$ cat config.mk
export PLATFORM = sky130hd
export DESIGN_NAME = serial_baud_rate_generator
export DESIGN_NICKNAME = d
export VERILOG_FILES = /design/src/hdl/baud_pkg.sv /design/src/hdl/serial_baud_rate_generator.sv
export SDC_FILE = /design/constraint.sdc
export NUM_CORES = 1
export LEC_CHECK = 0
export BUFFER_PORTS_ARGS = -buffer_cell sky130_fd_sc_hd__buf_2
export CAP_MARGIN = 20
export CORE_MARGIN = 10
export CORE_UTILIZATION = 41
export CTS_BUF_LIST = sky130_fd_sc_hd__clkbuf_8 sky130_fd_sc_hd__clkbuf_16
export CTS_CLUSTER_SIZE = 40
export DETAILED_ROUTE_END_ITERATION = 12
export PLACE_DENSITY_LB_ADDON = 0.05
export SETUP_SLACK_MARGIN = 0.2
export SYNTH_ARGS = -nofsm -noshare
export SYNTH_HDL_FRONTEND = slang
export SYNTH_SLANG_ARGS = --single-unit
$ cat constraint.sdc
create_clock -name i_mclk -period 2.17 [get_ports i_mclk]
set_input_delay 0.217 -clock i_mclk [delete_from_list [all_inputs] [get_ports i_mclk]]
set_output_delay 0.217 -clock i_mclk [all_outputs]
set_load 0.02 [all_outputs]
$ cat src/hdl/baud_pkg.sv
// constants and types shared by the serial baud rate generator
`default_nettype none

package baud_pkg;

   // -----------------------------------------------------------------
   // bus geometry
   // -----------------------------------------------------------------
   localparam int unsigned ADDR_W = 12;
   localparam int unsigned DATA_W = 32;
   localparam int unsigned DIV_W  = 16;

   // -----------------------------------------------------------------
   // register byte offsets
   // -----------------------------------------------------------------
   localparam logic [11:0] OFS_BAUD_CTL = 12'h000;
   localparam logic [11:0] OFS_RX_CTL   = 12'h004;
   localparam logic [11:0] OFS_DIV_LO   = 12'h008;
   localparam logic [11:0] OFS_DIV_HI   = 12'h00c;
   localparam logic [11:0] OFS_TX_CTL   = 12'h010;

   // -----------------------------------------------------------------
   // baud_control field positions
   // -----------------------------------------------------------------
   localparam int unsigned BC_OVF   = 7;
   localparam int unsigned BC_IDLE  = 6;
   localparam int unsigned BC_POL   = 4;
   localparam int unsigned BC_WIDE  = 3;
   localparam int unsigned BC_WAKE  = 1;
   localparam int unsigned BC_AUTOBAUD_ENABLE = 0;

   // -----------------------------------------------------------------
   // transmit_status_control field positions
   // -----------------------------------------------------------------
   localparam int unsigned TX_SYNC  = 4;
   localparam int unsigned TX_HIGH  = 2;

   // -----------------------------------------------------------------
   // reset values
   // -----------------------------------------------------------------
   localparam logic [7:0]  RST_BYTE = 8'h00;
   localparam logic [15:0] RST_CNT  = 16'h0000;

   // -----------------------------------------------------------------
   // prescale left to the shift logic after each tick
   // -----------------------------------------------------------------
   typedef enum logic [1:0] {
      PRE_DIV64,
      PRE_DIV16,
      PRE_DIV4
   } prescale_t;

endpackage

`default_nettype wire

$ cat src/hdl/serial_baud_rate_generator.sv
// rate divider for the enhanced serial port with its apb register file
// Summary of operation
// - async, narrow, low speed: bit rate is clock over 64(n+1).
// - async, wide, low speed: bit rate is clock over 16(n+1).
// - sync, narrow divisor: bit clock is clock over 4(n+1).
// - wide mode: divisor n is the high byte joined to the low byte; narrow mode: low byte only.
// - divisor is 16 bits, low byte bits 7:0, high byte 15:8.
// - baud control: overflow 7, idle 6, polarity 4, wide 3, wake 1, autobaud 0.
// - transmit control: sync select bit 4, high speed bit 2.
// - in sync mode the high speed select is ignored.
// - baud control bits 5 and 2 read as zero.
// - reset leaves narrow divisor; wide select switches to 16 bits.
// - writing either divisor byte clears the running divider.
// - async, narrow, high speed: clock over 16(n+1).
`default_nettype none

module serial_baud_rate_generator (
   // clock and reset
   input  wire logic                i_mclk,
   input  wire logic                i_rstn,
   // apb slave
   input  wire logic                i_psel,
   input  wire logic                i_penable,
   input  wire logic                i_pwrite,
   input  wire logic [11:0]         i_paddr,
   input  wire logic [31:0]         i_pwdata,
   output logic [31:0]              o_prdata,
   output logic                     o_pready,
   output logic                     o_pslverr,
   // status from the shift logic
   input  wire logic                i_receive_idle,
   input  wire logic                i_autobaud_overflow,
   // to the shift logic
   output logic                     o_rate_tick,
   output baud_pkg::prescale_t      o_prescale,
   output logic                     o_clock_polarity_select,
   output logic                     o_wakeup_enable,
   output logic                     o_autobaud_enable,
   output logic [7:0]               o_receive_status_control,
   output logic [7:0]               o_transmit_status_control
);

   // -----------------------------------------------------------------
   // state
   // -----------------------------------------------------------------
   typedef struct packed {
      logic        ovf;
      logic        pol;
      logic        wide;
      logic        wake;
      logic        autobaud_enable;
      logic [7:0]  rx_ctl;
      logic [7:0]  div_lo;
      logic [7:0]  div_hi;
      logic [7:0]  tx_ctl;
      logic [15:0] count;
      logic        tick;
      logic [7:0]  rdata;
   } state_t;

   state_t      s_reg;
   state_t      s_next;

   logic        setup;
   logic        access;
   logic        wr_en;
   logic        div_wr;
   logic        mapped;
   logic        sync_mode;
   logic        high_speed;
   logic [15:0] eff_div;
   logic [7:0]  rd_mux;

   // -----------------------------------------------------------------
   // bus decode
   // -----------------------------------------------------------------
   assign setup  = i_psel && !i_penable;
   assign access = i_psel && i_penable;

   always_comb begin
      case (i_paddr)
         baud_pkg::OFS_BAUD_CTL,
         baud_pkg::OFS_RX_CTL,
         baud_pkg::OFS_DIV_LO,
         baud_pkg::OFS_DIV_HI,
         baud_pkg::OFS_TX_CTL: mapped = 1'b1;
         default:              mapped = 1'b0;
      endcase
   end

   assign wr_en  = access && i_pwrite && mapped;
   assign div_wr = wr_en && (i_paddr == baud_pkg::OFS_DIV_LO ||
                             i_paddr == baud_pkg::OFS_DIV_HI);

   // zero wait states; unmapped access answers with an error
   assign o_pready  = 1'b1;
   assign o_pslverr = access && !mapped;
   assign o_prdata  = {24'h000000, s_reg.rdata};

   // -----------------------------------------------------------------
   // rate selection
   // -----------------------------------------------------------------
   assign sync_mode  = s_reg.tx_ctl[baud_pkg::TX_SYNC];
   assign high_speed = s_reg.tx_ctl[baud_pkg::TX_HIGH];

   // narrow mode ignores the high byte
   assign eff_div = s_reg.wide ? {s_reg.div_hi, s_reg.div_lo}
                               : {8'h00, s_reg.div_lo};

   always_comb begin
      if (sync_mode) begin
         o_prescale = baud_pkg::PRE_DIV4;
      end else if (s_reg.wide) begin
         o_prescale = high_speed ? baud_pkg::PRE_DIV4
                                 : baud_pkg::PRE_DIV16;
      end else begin
         o_prescale = high_speed ? baud_pkg::PRE_DIV16
                                 : baud_pkg::PRE_DIV64;
      end
   end

   // -----------------------------------------------------------------
   // read mux
   // -----------------------------------------------------------------
   always_comb begin
      case (i_paddr)
         baud_pkg::OFS_BAUD_CTL: rd_mux = {s_reg.ovf,
                                           i_receive_idle,
                                           1'b0,
                                           s_reg.pol,
                                           s_reg.wide,
                                           1'b0,
                                           s_reg.wake,
                                           s_reg.autobaud_enable};
         baud_pkg::OFS_RX_CTL:   rd_mux = s_reg.rx_ctl;
         baud_pkg::OFS_DIV_LO:   rd_mux = s_reg.div_lo;
         baud_pkg::OFS_DIV_HI:   rd_mux = s_reg.div_hi;
         baud_pkg::OFS_TX_CTL:   rd_mux = s_reg.tx_ctl;
         default:                rd_mux = 8'h00;
      endcase
   end

   // -----------------------------------------------------------------
   // next state
   // -----------------------------------------------------------------
   always_comb begin
      s_next      = s_reg;
      s_next.tick = 1'b0;
      if (s_reg.count == baud_pkg::RST_CNT) begin
         s_next.count = eff_div;
         s_next.tick  = 1'b1;
      end else begin
         s_next.count = s_reg.count - 16'h0001;
      end
      if (wr_en) begin
         case (i_paddr)
            baud_pkg::OFS_BAUD_CTL: begin
               s_next.ovf   = i_pwdata[baud_pkg::BC_OVF];
               s_next.pol   = i_pwdata[baud_pkg::BC_POL];
               s_next.wide  = i_pwdata[baud_pkg::BC_WIDE];
               s_next.wake  = i_pwdata[baud_pkg::BC_WAKE];
               s_next.autobaud_enable = i_pwdata[baud_pkg::BC_AUTOBAUD_ENABLE];
            end
            baud_pkg::OFS_RX_CTL: s_next.rx_ctl = i_pwdata[7:0];
            baud_pkg::OFS_DIV_LO: s_next.div_lo = i_pwdata[7:0];
            baud_pkg::OFS_DIV_HI: s_next.div_hi = i_pwdata[7:0];
            baud_pkg::OFS_TX_CTL: s_next.tx_ctl = i_pwdata[7:0];
            default: s_next.rx_ctl = s_reg.rx_ctl;
         endcase
      end
      // restart at once so the new rate needs no old period to expire
      if (div_wr) begin
         s_next.count = baud_pkg::RST_CNT;
         s_next.tick  = 1'b0;
      end
      // a new overflow beats a software clear in the same cycle
      if (i_autobaud_overflow) begin
         s_next.ovf = 1'b1;
      end
      if (setup && !i_pwrite) begin
         s_next.rdata = rd_mux;
      end
   end

   // -----------------------------------------------------------------
   // registers
   // -----------------------------------------------------------------
   always_ff @(posedge i_mclk or negedge i_rstn) begin
      if (!i_rstn) begin
         s_reg <= '0;
      end else begin
         s_reg <= s_next;
      end
   end

   assign o_rate_tick               = s_reg.tick;
   assign o_clock_polarity_select   = s_reg.pol;
   assign o_wakeup_enable           = s_reg.wake;
   assign o_autobaud_enable         = s_reg.autobaud_enable;
   assign o_receive_status_control  = s_reg.rx_ctl;
   assign o_transmit_status_control = s_reg.tx_ctl;
endmodule // serial_baud_rate_generator

`default_nettype wire

Word-level counts from Yosys, hierarchy flattened
Index checks and enable logic that the tools add are counted.
{"block": "classes", "n_reduce_logical": 22, "addsub": 1, "eq_ne": 4, "muxes": 17}
{"operator": "$pmux W8 S5", "count": 1}
{"operator": "$mux W37", "count": 1}
{"operator": "$mux W16", "count": 2}
{"operator": "$mux W8", "count": 4}
{"operator": "$eq A12 B4 Y1 const B", "count": 2}
{"operator": "$mux W17", "count": 1}
{"operator": "$logic_not A16 Y1", "count": 1}
{"operator": "$sub A16 B1 Y16 const B", "count": 1}
{"operator": "$eq A12 B3 Y1 const B", "count": 1}
{"operator": "$eq A12 B5 Y1 const B", "count": 1}
{"operator": "$logic_not A12 Y1", "count": 1}
{"operator": "$reduce_and A2 Y1", "count": 6}
{"operator": "$logic_and A1 B1 Y1", "count": 7}
{"operator": "$mux W2", "count": 3}
{"operator": "$mux W5", "count": 1}
{"operator": "$reduce_or A5 Y1", "count": 1}
{"operator": "$mux W1", "count": 4}
{"operator": "$reduce_bool A2 Y1", "count": 2}
{"operator": "$logic_not A1 Y1", "count": 3}
{"operator": "$logic_or A1 B1 Y1", "count": 1}
{"block": "totals", "regBits": 62, "elab_cells": 56, "input_bits": 51, "out_inout_bits": 56}

Longest topological paths before layout
{"block": "logic_depth", "word_depth": 6, "depth_mapped": 8}

Worst setup path before layout
No wires, ideal clock.
{"block": "synth_timing", "path_type": "register to register", "start": "reg s_reg[15] (netlist name)", "end": "reg s_reg[20] (netlist name)", "path_stages_with_launch": 7, "arrival_ns": 1.623, "setup_time_ns": 0.134, "slack_ns": 0.413, "n_path_buf": 1, "required_ns": 2.036, "path_cell_list": "dfrtp_1 -> nor4_2 -> nand4b_1 -> or2_2 -> clkbuf_1 -> a21oi_1 -> nor3_1"}
{"element": "start: declaration", "line_no": "serial_baud_rate_generator.sv:61", "text": "state_t s_reg;"}
{"element": "start signal: assignment", "line_no": "serial_baud_rate_generator.sv:192", "text": "s_reg <= s_next;"}

==> qor.txt <==
Initial antenna violation count - 0
Fraction of registers with async set or reset after synthesis - 1.000
Clock buffer depth - 2
Ys Warns - 0
Fillers - 808
Net switching power figure - 756.7 uW
Worst EP arrival - 2.07 ns
Post-synthesis cell type count - 45
Setup-failing EPs final - 0
Switching Fraction - 0.2870
PD cells - 672.3 mW/mm2
Core ar. - 0.008217 mm2
Final GP Congestion - 0.8476
Clk_lat worst skew - 0.34 ns
Hpwl dp - 6352 um
Die footprint - 0.01250 mm2
Seq cells post-synth - 62
Clock Sinks - 62
Clock transition at path regs - 0.07 ns
Predominant post-synthesis flop cell - dfrtp_1
Leak - 0.001961 uW
Comb pwr share - 0.118
Routed Antenna Nets - 0
Flop pwr share - 0.514
Final setup skew - 0.01150 ns
Post-synth top area share - 0.4491
R2r worst-path depth - 5
H-tree depth - 3
Post-Syn Instances - 318
Total I/O pin count - 107
Largest net degree at the start of global routing - 63
Via count - 2402
Max FFs per register - 34
Cell area after synthesis - 0.003455 mm2
Initial Utilization - 0.4204
P&R area growth vs syn - 13.51%
Max VDD drop - 0.3067 mV
Root Buffer - clkbuf_8
Die H - 111.8 um
Leading area contributor after synthesis - dfrtp_1
WS Path Type - reg2reg
Initial DRC count - 110
Run status - finished, final reports clean
Port Buf Inserts - 57
Share of cells above drive strength 1 - 0.3904
Cell-internal power - 1879 uW
Final hold vios - 0
Tcrit/Tclk final - 0.8556
First-pass GRT wire length - 13940 um
Number of remaining DRC errors - 0
Worst min path class - in2reg
Register area share after synthesis - 0.4491
DR WL/cell - 17.81 um
Gr ovfl total - 0
EDFF count, synth - 0
Syn Area/Cell - 10.86 um2
Required @ worst endpoint - 2.39 ns
Die Wd - 111.8 um
Vias in the first global route - 2564
CP max FO - 6
Maximum clock frequency - 538.6 MHz
RSZ-0062 raised after global routing - no
Inserted Clock Buffers - 9
Hold path depth - 2
Sum of negative setup slack - 0 ns
Post-CTS Setup Repair Bufs - 0
Vias/cell - 5.015
Final hold slack - 0.07307 ns
Worst setup SP type - flop
Fin crit period - 1.857 ns
Multi-input logic area - 0.001605 mm2
Final net count - 423
Sequential cell area - 0.001551 mm2
# diodes - 0
TritonCTS clock tree - done
Num rows - 33
Pre-antenna DRT Iters - 4
Synth area leaders - dfrtp_1 45%, mux2_2 11%, buf_4 11%
GRT Total Usage - 0.1372
Final WL - 8529 um
Max-cap violations - 0
Clk network pwr share - 0.368
Slew Viols, Final - 0
Setup crit end kind - flop
==> cell families after synthesis <==
kind of cell	after synthesis	synth area share
AND/OR/NAND/NOR	95	0.1510
XOR/XNOR	11	0.02789
flip-flops	62	0.4491
buffers and inverters	62	0.1213
AO/OA/AOI/OAI	39	0.07027
adder cells (fa/ha/maj)	3	0.01087
other	2	0.002174
multiplexers	44	0.1673
==> routing by layer <==
layer  track usage  share of wire  vias up
met5             0              0        -
met4       0.03428         0.0072        0
met3       0.04885          0.055        6
met2        0.2222           0.50       62
met1        0.1698           0.44     1179
li1              -              -     1155
==> cell usage after synthesis, types with 3 or more instances <==
cell type,instances
nand4_1,4
nor4_1,3
nand2b_1,3
a211oi_1,4
ha_1,3
nor3_1,9
inv_1,4
or2_2,3
buf_4,49
o21ai_0,8
nand2_1,22
a21oi_1,13
mux4_2,6
xnor2_1,10
nor2_1,20
nor2b_1,3
nand3_1,8
mux2_4,4
a22oi_1,8
dfrtp_1,62
clkbuf_1,6
mux2_2,34
==> power by group through the flow <==
stage / registers, uW / logic [uW] / clock network, uW
5_1_grt: 1370 / 354 / 1060
3_3_place_gp: 1350 / 299 / 0
4_1_cts: 1330 / 310 / 990
6_report: 1360 / 311 / 969
2_1_floorplan: 1330 / 243 / 0
3_5_place_dp: 1350 / 306 / 0
==> cell type report <==
cell class | instances | share of cell area
clock buffers | 9 | 0.03159
clock inverters | 7 | 0.01500
inverters | 4 | 0.003829
multi-input cells | 217 | 0.4094
flip-flops and latches | 62 | 0.3957
well taps | 105 | 0.03350
repair buffers | 75 | 0.1110
==> cells in the final DEF, fill, tap and decap left out, drive strengths merged, types with 8 or more instances in the layout <==
cell / n
clkbuf: 9
nand3: 8
xnor2: 10
nand2: 22
mux2: 38
conb: 25
buf: 74
nor2: 22
a22oi: 8
nor3: 10
a21oi: 13
dfrtp: 62
o21ai: 8
==> worst paths after layout <==
| check | start | endpoint | slack [ns] |
|---|---|---|---|
| worst max-delay path | s_reg[18]$_DFF_PN0_ | s_reg[20]$_DFF_PN0_ | 0.31 |
| worst min-delay path | i_autobaud_overflow | s_reg[61]$_DFFE_PN0P_ | 0.07 |
| worst max register to register | s_reg[18]$_DFF_PN0_ | s_reg[20]$_DFF_PN0_ | 0.31 |
| worst min register to register | o_prdata[4]$_DFFE_PN0P_ | o_prdata[4]$_DFFE_PN0P_ | 0.46 |
| max in group asynchronous | i_rstn | o_receive_status_control[6]$_DFFE_PN0P_ | 1.47 |
| min in group asynchronous | i_rstn | o_receive_status_control[0]$_DFFE_PN0P_ | 0.40 |
==> metrics by stage <==
| stage | area, um2 | worst slack (ns) | total power [uW] | util | cells |
|---|---|---|---|---|---|
| after detailed placement | 3694 | 0.1822 | 1657 | 0.4495 | 462 |
| after CTS | 3886 | 0.2177 | 2632 | 0.4730 | 479 |
| after global placement | 3694 | 0.1904 | 1650 | 0.4495 | 462 |
| final | 3921 | 0.3134 | 2636 | 0.4772 | 479 |
| after floorplan | 3541 | 0.4131 | 1571 | - | 341 |
| after global routing | 3921 | 0.2125 | 2780 | 0.4772 | 479 |
==> critical path: stages (launching register included) <==
cell	delay, ns
dfrtp_1	0.43
nor4_4	0.40
nand4b_1	0.24
or2_2	0.43
a21oi_1	0.18
nor3_1	0.06
==> repair_timing <==
action | CTS | global route
resized for setup | 1 | 8
pin swaps | 0 | 2
setup endpoints to repair | 1 | 10
hold buffers | 1 | 0
hold endpoints to repair | 62 | 0
Note: power is estimated with default switching activity, not from simulation.
